## config.mk

```make
export PLATFORM = sky130hd
export DESIGN_NAME = iee_top
export DESIGN_NICKNAME = d
export VERILOG_FILES = /design/src/rtl/iee_pkg.sv /design/src/rtl/iee_top.sv
export SDC_FILE = /design/constraint.sdc
export NUM_CORES = 1
export LEC_CHECK = 0
export ABC_AREA = 1
export CAP_MARGIN = 25
export CORE_UTILIZATION = 45
export DETAILED_ROUTE_END_ITERATION = 12
export DONT_BUFFER_PORTS = 1
export PLACE_DENSITY = 0.7
export SYNTH_ARGS = -nofsm -noshare
export SYNTH_HDL_FRONTEND = slang
export SYNTH_SLANG_ARGS = --single-unit
export TNS_END_PERCENT = 5
```

## constraint.sdc

```tcl
create_clock -name clk -period 2.5 [get_ports clk]
set_input_delay 0 -clock clk [delete_from_list [all_inputs] [get_ports clk]]
set_output_delay 0 -clock clk [all_outputs]
set_load 0.01 [all_outputs]
```

## src/rtl/iee_pkg.sv

```systemverilog
`default_nettype none
package iee_pkg;

  // ----------------------------------------------------------------
  // register map (word index, byte address is four times the index)
  // ----------------------------------------------------------------
  localparam logic [15:0] IEE_IDX_EDGE = 16'hFFF2;
  localparam logic [15:0] IEE_IDX_EN1 = 16'hFFF3;
  localparam logic [15:0] IEE_IDX_EN2 = 16'hFFF4;
  localparam logic [15:0] IEE_IDX_PINFLAG = 16'hFFF5;
  localparam int IEE_ADDR_LSB = 2;
  localparam int IEE_IDX_W = 16;

  // ----------------------------------------------------------------
  // field layout and reset values
  // ----------------------------------------------------------------
  localparam int IEE_NPIN = 5;
  localparam int IEE_NWAKE = 8;
  localparam logic [7:0] IEE_EDGE_RST = 8'h60;
  localparam logic [7:0] IEE_EDGE_FIXED = 8'h60;
  localparam logic [7:0] IEE_EDGE_WMASK = 8'h1F;
  localparam logic [7:0] IEE_EN1_RST = 8'h00;
  localparam logic [7:0] IEE_EN2_RST = 8'h01;
  localparam logic [7:0] IEE_EN2_FIXED = 8'h01;
  localparam logic [7:0] IEE_EN2_WMASK = 8'hDC;
  localparam int IEE_EN1_TA = 7;
  localparam int IEE_EN1_S1 = 6;
  localparam int IEE_EN1_WP = 5;
  localparam int IEE_EN2_DT = 7;
  localparam int IEE_EN2_AD = 6;
  localparam int IEE_EN2_TG = 4;
  localparam int IEE_EN2_TFH = 3;
  localparam int IEE_EN2_TFL = 2;

  // peripheral request flags arriving from on-chip sources
  typedef struct packed {
    logic timer_a_ovf;
    logic serial1_done;
    logic [IEE_NWAKE-1:0] wakeup;
    logic direct_transfer;
    logic adc_end;
    logic timer_g_capture;
    logic timer_g_ovf;
    logic timer_fh_cmp;
    logic timer_fh_ovf;
    logic timer_fl_cmp;
    logic timer_fl_ovf;
  } iee_src_s;

  // gated requests toward the cpu
  typedef struct packed {
    logic timer_a;
    logic serial1;
    logic [IEE_NWAKE-1:0] wakeup;
    logic [IEE_NPIN-1:0] ext_pin;
    logic direct_transfer;
    logic adc_end;
    logic timer_g;
    logic timer_f_high;
    logic timer_f_low;
  } iee_req_s;

  // whole state of the block
  typedef struct packed {
    logic [IEE_NPIN-1:0] polarity;
    logic [7:0] enable_one;
    logic [7:0] enable_two;
    logic [IEE_NPIN-1:0] sync1;
    logic [IEE_NPIN-1:0] sync2;
    logic [IEE_NPIN-1:0] prev;
    logic [IEE_NPIN-1:0] pin_flag;
    logic [IEE_NPIN-1:0] edge_event;
    iee_req_s req;
    logic cpu_irq;
    logic pready;
    logic pslverr;
    logic [31:0] prdata;
  } iee_state_s;

endpackage : iee_pkg
`default_nettype wire

```

## src/rtl/iee_top.sv

```systemverilog
// Chosen here: the APB slave port and the register offsets.
`default_nettype none
module iee_top #(
  parameter int ADDR_W = 18
) (
  input wire logic clk,
  input wire logic rst_b,
  // apb slave
  input wire logic psel,
  input wire logic penable,
  input wire logic pwrite,
  input wire logic [ADDR_W-1:0] paddr,
  input wire logic [31:0] pwdata,
  input wire logic [3:0] pstrb,
  output logic [31:0] prdata,
  output logic pready,
  output logic pslverr,
  // external interrupt pins, asynchronous
  input wire logic [iee_pkg::IEE_NPIN-1:0] ext_pin,
  // pin function select: 1 means the pin is an interrupt input
  input wire logic [iee_pkg::IEE_NPIN-1:0] pin_is_irq,
  // cpu global interrupt mask
  input wire logic cpu_mask,
  // on-chip request flags
  input wire iee_pkg::iee_src_s src,
  // outputs toward the cpu and pin functions
  output iee_pkg::iee_req_s req,
  output logic cpu_irq,
  output logic [iee_pkg::IEE_NPIN-1:0] edge_event,
  output logic [iee_pkg::IEE_NPIN-1:0] ext_pin_request_flag
);

  // ----------------------------------------------------------------
  // elaboration checks
  // ----------------------------------------------------------------
  if (ADDR_W < iee_pkg::IEE_IDX_W + iee_pkg::IEE_ADDR_LSB) begin : g_chk
    $error("iee_top: ADDR_W too narrow for the register map");
  end

  // ----------------------------------------------------------------
  // decode helpers
  // ----------------------------------------------------------------
  // word index of a byte address, zero-extended bits above dropped
  function automatic logic [15:0] word_index(input logic [ADDR_W-1:0] a);
    logic [ADDR_W-1:0] s;
    s = a >> iee_pkg::IEE_ADDR_LSB;
    return s[15:0];
  endfunction

  // true when the address hits a register of this block
  function automatic logic addr_hit(input logic [ADDR_W-1:0] a);
    logic [15:0] i;
    logic hi_zero;
    i = word_index(a);
    hi_zero = (a >> (iee_pkg::IEE_ADDR_LSB + iee_pkg::IEE_IDX_W)) == '0;
    return hi_zero && (a[1:0] == 2'h0) &&
      (i == iee_pkg::IEE_IDX_EDGE || i == iee_pkg::IEE_IDX_EN1 ||
       i == iee_pkg::IEE_IDX_EN2 || i == iee_pkg::IEE_IDX_PINFLAG);
  endfunction

  iee_pkg::iee_state_s s_q;
  iee_pkg::iee_state_s s_d;

  logic access;
  logic wr_now;
  logic [15:0] idx;
  logic [7:0] edge_rd;
  logic [7:0] en2_rd;
  logic [iee_pkg::IEE_NPIN-1:0] rise;
  logic [iee_pkg::IEE_NPIN-1:0] fall;
  logic [iee_pkg::IEE_NPIN-1:0] sel_edge;
  logic [iee_pkg::IEE_NPIN-1:0] flag_clr;

  // ----------------------------------------------------------------
  // read views of the mixed registers
  // ----------------------------------------------------------------
  // fixed bits: 7 reads 0, 6 and 5 read 1
  assign edge_rd = iee_pkg::IEE_EDGE_FIXED |
                   {3'h0, s_q.polarity};
  // fixed bits: 5 and 1 read 0, 0 reads 1
  assign en2_rd = (s_q.enable_two & iee_pkg::IEE_EN2_WMASK) |
                  iee_pkg::IEE_EN2_FIXED;

  // ----------------------------------------------------------------
  // pin edge detection
  // ----------------------------------------------------------------
  assign rise = s_q.sync2 & ~s_q.prev;
  assign fall = ~s_q.sync2 & s_q.prev;
  // polarity 1 picks rising, 0 picks falling, per pin
  assign sel_edge = (rise & s_q.polarity) |
                    (fall & ~s_q.polarity);

  // ----------------------------------------------------------------
  // apb access qualifiers
  // ----------------------------------------------------------------
  assign access = psel && penable && !s_q.pready;
  assign wr_now = psel && penable && s_q.pready && pwrite &&
                  !s_q.pslverr && pstrb[0];
  assign idx = word_index(paddr);
  // software clears a pin flag by writing 0 to its bit
  assign flag_clr = (wr_now && idx == iee_pkg::IEE_IDX_PINFLAG) ?
                    ~pwdata[iee_pkg::IEE_NPIN-1:0] : '0;

  // ----------------------------------------------------------------
  // next state
  // ----------------------------------------------------------------
  always_comb begin
    s_d = s_q;
    // two-flop synchroniser, then one more stage for edge history
    s_d.sync1 = ext_pin;
    s_d.sync2 = s_q.sync1;
    s_d.prev = s_q.sync2;
    s_d.edge_event = sel_edge;
    // flag sets on a sensed edge of an interrupt pin; set beats clear
    s_d.pin_flag = (s_q.pin_flag & ~flag_clr) |
                   (sel_edge & pin_is_irq);

    // apb: answer one cycle into the access phase
    s_d.pready = access;
    s_d.pslverr = access && !addr_hit(paddr);
    s_d.prdata = 32'h0000_0000;
    if (access && !pwrite) begin
      unique case (idx)
        iee_pkg::IEE_IDX_EDGE: s_d.prdata = {24'h00_0000, edge_rd};
        iee_pkg::IEE_IDX_EN1: s_d.prdata = {24'h00_0000, s_q.enable_one};
        iee_pkg::IEE_IDX_EN2: s_d.prdata = {24'h00_0000, en2_rd};
        iee_pkg::IEE_IDX_PINFLAG: begin
          s_d.prdata = {27'h000_0000, s_q.pin_flag};
        end
        default: s_d.prdata = 32'h0000_0000;
      endcase
    end

    // register writes take effect at the edge where pready is seen
    if (wr_now) begin
      if (idx == iee_pkg::IEE_IDX_EDGE) begin
        s_d.polarity = pwdata[iee_pkg::IEE_NPIN-1:0];
      end
      if (idx == iee_pkg::IEE_IDX_EN1) begin
        s_d.enable_one = pwdata[7:0];
      end
      if (idx == iee_pkg::IEE_IDX_EN2) begin
        s_d.enable_two = (pwdata[7:0] & iee_pkg::IEE_EN2_WMASK) |
                         iee_pkg::IEE_EN2_FIXED;
      end
    end

    // request gating: flag and enable, 0 blocks, 1 passes
    s_d.req.timer_a = src.timer_a_ovf &&
                      s_q.enable_one[iee_pkg::IEE_EN1_TA];
    s_d.req.serial1 = src.serial1_done &&
                      s_q.enable_one[iee_pkg::IEE_EN1_S1];
    s_d.req.wakeup = src.wakeup &
      {iee_pkg::IEE_NWAKE{s_q.enable_one[iee_pkg::IEE_EN1_WP]}};
    s_d.req.ext_pin = s_q.pin_flag &
      s_q.enable_one[iee_pkg::IEE_NPIN-1:0];
    s_d.req.direct_transfer = src.direct_transfer &&
      s_q.enable_two[iee_pkg::IEE_EN2_DT];
    s_d.req.adc_end = src.adc_end &&
      s_q.enable_two[iee_pkg::IEE_EN2_AD];
    s_d.req.timer_g = (src.timer_g_capture || src.timer_g_ovf) &&
      s_q.enable_two[iee_pkg::IEE_EN2_TG];
    s_d.req.timer_f_high = (src.timer_fh_cmp || src.timer_fh_ovf) &&
      s_q.enable_two[iee_pkg::IEE_EN2_TFH];
    s_d.req.timer_f_low = (src.timer_fl_cmp || src.timer_fl_ovf) &&
      s_q.enable_two[iee_pkg::IEE_EN2_TFL];
    // combined line offered to the cpu, held off by its mask
    s_d.cpu_irq = (|s_q.req) && !cpu_mask;
  end

  // ----------------------------------------------------------------
  // state register
  // ----------------------------------------------------------------
  always_ff @(posedge clk or negedge rst_b) begin
    if (!rst_b) begin
      s_q <= '0;
      s_q.polarity <= '0;
      s_q.enable_one <= iee_pkg::IEE_EN1_RST;
      s_q.enable_two <= iee_pkg::IEE_EN2_RST;
    end else begin
      s_q <= s_d;
    end
  end

  // ----------------------------------------------------------------
  // outputs straight from the state register
  // ----------------------------------------------------------------
  assign prdata = s_q.prdata;
  assign pready = s_q.pready;
  assign pslverr = s_q.pslverr;
  assign req = s_q.req;
  assign cpu_irq = s_q.cpu_irq;
  assign edge_event = s_q.edge_event;
  assign ext_pin_request_flag = s_q.pin_flag;

endmodule // iee_top
`default_nettype wire

```

After elaboration in Yosys (flattened, before gate mapping)
Cells that the tools add are included.
{ "totals": {"output_inout_bits": 65, "wordCells": 77, "input_bits": 88, "register_bits": 98} }
{ "op_classes": {"mux": 3, "eq_ne": 4, "reduce_logical": 34, "bitwise_logic": 15} }
{ "op_table": {"columns": ["op", "n"], "rows": [
  ["$eq A16 B16 Y1 const B", 4],
  ["$and A5 B5 Y5", 7],
  ["$mux W32", 1],
  ["$pmux W8 S4", 1],
  ["$not A5 Y5", 5],
  ["$reduce_or A20 Y1", 1],
  ["$logic_and A1 B1 Y1", 18],
  ["$or A5 B5 Y5", 2],
  ["$and A8 B8 Y8", 1],
  ["$logic_or A1 B1 Y1", 6],
  ["$reduce_and A2 Y1", 3],
  ["$logic_not A1 Y1", 5],
  ["$mux W5", 1],
  ["$logic_not A2 Y1", 1]
]} }

Logic depth before layout (Yosys ltp)
{ "depth": {"depth_word": 10, "depth_mapped": 9, "depth_no_buf": 9} }

Least setup slack after synthesis
Ideal clock, no wire load.
{ "synth_timing": {"kind": "register to register", "start": "reg s_q (netlist bit pslverr)", "end": "reg s_q[92] in the netlist's numbering", "slack_ns": 1.302, "period_less_slack_ns": 1.198, "arrival_time_ns": 1.081, "path_stages_with_launch": 8, "cell_sequence": "dfrtp_1 inv_1 nand4_1 nor2_4 nand2_4 buf_6 nand2_2 o21ai_2"} }
{ "synth_between": {"elab_chain_len": 4} }
{ "synth_lines": {"columns": ["item", "line", "rtl"], "rows": [
  ["from (decl)", "iee_top.sv:61", "iee_pkg::iee_state_s s_q;"],
  ["$logic_not A1 Y1", "iee_top.sv:98", "!s_q.pslverr && pstrb[0];"],
  ["$logic_and A1 B1 Y1", "iee_top.sv:97", "assign wr_now = psel && penable && s_q.pready && pwrite &&"],
  ["$logic_and A1 B1 Y1", "iee_top.sv:98", null],
  ["$reduce_and A2 Y1 (no source line)", null, null]
]} }
No other way between the ends.
A chain may end at the register's enable or synchronous reset.

==> flow_results.org <==
** Outcome
- The run finished with clean final reports.

** Power
- Summed over all cells, the static leakage comes to 2.06 nW.
- Power per cell area :: 633 mW/mm^2
- Worst supply voltage drop on vdd :: 0.474 mV
- The design draws 2.49 mW.

** Cells and area
- The finished cells cover 0.00394 sq mm.
- The repair_antennas step left the layout with diodes totalling 0.
- The finished layout holds just over 500 standard cells, fillers aside.
- Cells with a size suffix above 1 make up 10.1% of the layout.
- After the last flow step, the layout net total stands at 490.
- Once layout is complete, the utilization of the core stands at 53.7%.
- Layout overhead on the synthesized area :: 14.6%

** Clocking
- Inserted Clock Buffers :: 9
- Clock-pin slew was measured on the worst setup and hold paths at 80 ps.
- No sink is reached through more buffers than the 2 on the longest clock path.
- # resized after CTS :: 0
- Clock latency on the worst-skew pair, taken at its later pin, is between 300 and 400 ps.
- Sink count of the clock tree :: 74
- TritonCTS clock tree :: done
- Root cell of the clock tree :: sky130_fd_sc_hd__clkbuf_8
- CTS built an H-tree with a depth of 3.

** Worst setup path
- The worst register-to-register path has a depth of 7.
- On the critical path the largest part of the delay comes from buffers and inverters.
- In this run the critical register-to-register path is launched from pslverr.
- The endpoint identified for the worst register-to-register timing path is ext_pin_request_flag[0].
- Critical path capture point :: ext_pin_request_flag[0]
- The signal on the critical path passes through inv_1 > nand4_1 > nor2_4 > nand2_2 > o21ai_0 > nand2_1 > dlygate4sd3_1.
- Longest individual stage delay on the worst path :: 550 ps
- The critical path in this run is classified as reg -> reg.
- Crit path launch type :: flip-flop
- Of all nets on the critical path, the largest fanout is 5.
- The setup check on the worst reg-to-reg path leaves a slack of 570 ps.
- Max stage delay cell, worst path :: sky130_fd_sc_hd__dlygate4sd3_1
- The number of buffers and inverters on the critical path is 2.
- The critical path runs through a total of 7 cells.
- For the worst setup path, the data arrival time is 2160 ps.
- STA classifies the critical path endpoint as a flip-flop.
- Start point of the critical path :: pslverr
- STA puts the critical path data required time at 2730 ps.

** Timing
- The max-slew violation total from the final report is 0.
- Worst hold margin :: a little under 90 ps
- Final clock skew :: 8.22 ps
- Across all setup checks in the final design, the least slack found is 569 ps.
- Final cycle utilization of the critical path :: 77.3%
- Setup total negative slack :: 0 ps
- Setup repair after global routing left no endpoint under its margin.
- The final hold violation count is 0.
- Setup violations remaining at the end of the flow were counted as 0.
- Derived from the worst setup path, the maximum achievable clock frequency is 518 MHz.
- Final critical-path required period :: 1930 ps

** Global routing
- Vias in the first global route :: ~2300
- Global routing used 17.8% of the available tracks across all layers.
- Entering global routing, the biggest net connects 75 pins.
- The initial antenna violation count came to 0.
- Wire length of the first global-routing pass :: 10200 microns
- GRT Residual Overflow :: 0

** Placement
- Before CTS, the worst setup slack after placement is 1110 ps.
- After detailed placement, the total cell area comes to 0.00317 sq mm.
- During placement, the flow inserted port buffers numbering 0.
- Routability-driven placement finished with a final weighted congestion of 0.860.
- HPWL after detailed placement :: 4300 microns
- Placed cells :: 440

** Drt
- Routed via count divided by cell count :: 4.48
- Dividing the detail-routed wire length by the instance count gives around 13 microns.
- The count of nets left with antenna violations once routing finished came out at 0.
- The first detailed-routing pass took 4 iterations.
- Final wirelength :: 6380 microns
- Remaining routing DRC violations :: 0
- The detailed router finished its first iteration with a little over 80 violations.
- Across all layers, the routed design uses between 2000 and 2500 vias.

** Floorplanning
- The core region is 0.00733 sq mm.
- Row count :: 31
- The die is between 80 and 90 microns wide.
- IO Pins :: 153
- Die height :: 89.4 microns
- Area of the die :: 0.00799 sq mm
- The initial utilization of the core area, before any placement, comes to 46.9%.

** Yosys
- Counting every instance in the synthesized netlist gives 382.
- Part of the Yosys area used for sequential elements :: 53.9%
- Unique masters post-synth :: 22
- Area of the mapped netlist :: 0.00344 sq mm
- Mean Syn Cell Area :: 9.00 sq um
- Yosys printed 0 warnings.
- Synthesis inferred 74 register bits.

** Worst hold path
- HP Class :: in -> reg
- Critical hold path startpoint :: paddr[2]

** Job
- Number of max-capacitance violations reported :: 0
[cells in the final DEF (no fill, tap or decap), types with 2 or more instances in the layout]
| cell | synthesis | final |
|---|---|---|
| sky130_fd_sc_hd__o21ai_2 | 7 | 7 |
| sky130_fd_sc_hd__nand3_1 | 6 | 6 |
| sky130_fd_sc_hd__nand2_2 | 7 | 7 |
| sky130_fd_sc_hd__nand2_4 | 2 | 2 |
| sky130_fd_sc_hd__clkbuf_8 | 0 | 11 |
| sky130_fd_sc_hd__dlygate4sd3_1 | 0 | 49 |
| sky130_fd_sc_hd__nor4_1 | 3 | 3 |
| sky130_fd_sc_hd__nor2_2 | 4 | 4 |
| sky130_fd_sc_hd__nor2_1 | 38 | 38 |
| sky130_fd_sc_hd__dfrtp_1 | 74 | 74 |
| sky130_fd_sc_hd__o21a_1 | 4 | 4 |
| sky130_fd_sc_hd__nor2_4 | 4 | 4 |
| sky130_fd_sc_hd__o21ai_0 | 12 | 12 |
| sky130_fd_sc_hd__conb_1 | 1 | 24 |
| sky130_fd_sc_hd__nand2_1 | 99 | 99 |
| sky130_fd_sc_hd__inv_1 | 43 | 43 |
| sky130_fd_sc_hd__a21oi_1 | 7 | 7 |
| sky130_fd_sc_hd__bufinv_16 | 0 | 3 |
| sky130_fd_sc_hd__o21ai_1 | 4 | 4 |
[layer usage]
layer	up-vias	track usage (%)	part of all wire [%]	wire length, microns
li1	1123	-	-	-
met1	1033	20.0	42	2680
met2	103	31.2	50	3200
met3	8	7.29	6.8	431
met4	0	5.19	1.0	65
met5	-	0	0	0
[worst min-delay path by stage]
stage	slack, ps	depth (start not counted)	end
6_report	90	5	prdata[5]
2_1_floorplan	-300	0	cpu_irq
4_1_cts	70	5	prdata[5]
3_3_place_gp	-290	0	s_d[71]
3_5_place_dp	-290	0	s_d[71]
5_1_grt	100	6	prdata[5]
[synth_stat cells (all sizes together)]
library cell	count	share of area [%]
nand2	108	13
dfrtp	74	54
buf	63	14
nor2	47	6.8
inv	43	4.7
o21ai	23	4.1
a21oi	7	1.0
nand3	6	0.87
o21a	4	0.87
nor4	3	0.55
clkbuf	1	0.11
conb	1	0.11
nand4	1	0.18
o21bai	1	0.22
[report_power, final]
group,switching [mW],internal [mW]
clock network,0.414,0.718
registers,0.0121,1.22
logic,0.0751,0.0580
total,0.501,1.99
[worst reg2reg max path, stage by stage, from the launching register on]
cell and delay, ps:
sky130_fd_sc_hd__dfrtp_1 420, sky130_fd_sc_hd__inv_1 60, sky130_fd_sc_hd__nand4_1 120, sky130_fd_sc_hd__nor2_4 250, sky130_fd_sc_hd__nand2_2 170, sky130_fd_sc_hd__o21ai_0 200, sky130_fd_sc_hd__nand2_1 60, sky130_fd_sc_hd__dlygate4sd3_1 550
[sequential cells by signal (all words and copies together), names as in the netlist]
register              flops
edge_event                5
edge_rd                   5
ext_pin_request_flag      5
prdata                    8
pready                    1
pslverr                   1
s_d                      10
req                      20
en2_rd                    5
cpu_irq                   1
s_q                      13
[logic make-up after synthesis]
| logic type | Yosys count | share of synthesized area (%) |
|---|---|---|
| AO/OA/AOI/OAI | 35 | 6.23 |
| flip-flops | 74 | 53.9 |
| other | 1 | 0.109 |
| buffers and inverters | 107 | 18.7 |
| AND/OR/NAND/NOR | 165 | 21.1 |
[final cells by class]
class,count,area (sq um)
Clock buffer,12,155
Clock inverter,4,97.6
Fill cell,663,3390
Inverter,43,161
Multi-Input combinational cell,224,1030
Sequential cell,74,1850
Tap cell,99,124
Timing Repair Buffer,50,518
[what timing repair did]
action / CTS / global route
hold endpoints to repair: 128 / 0
hold buffers: 50 / 0
buffers inserted: 0 / 0
Note: power is estimated with default switching activity, not from simulation.
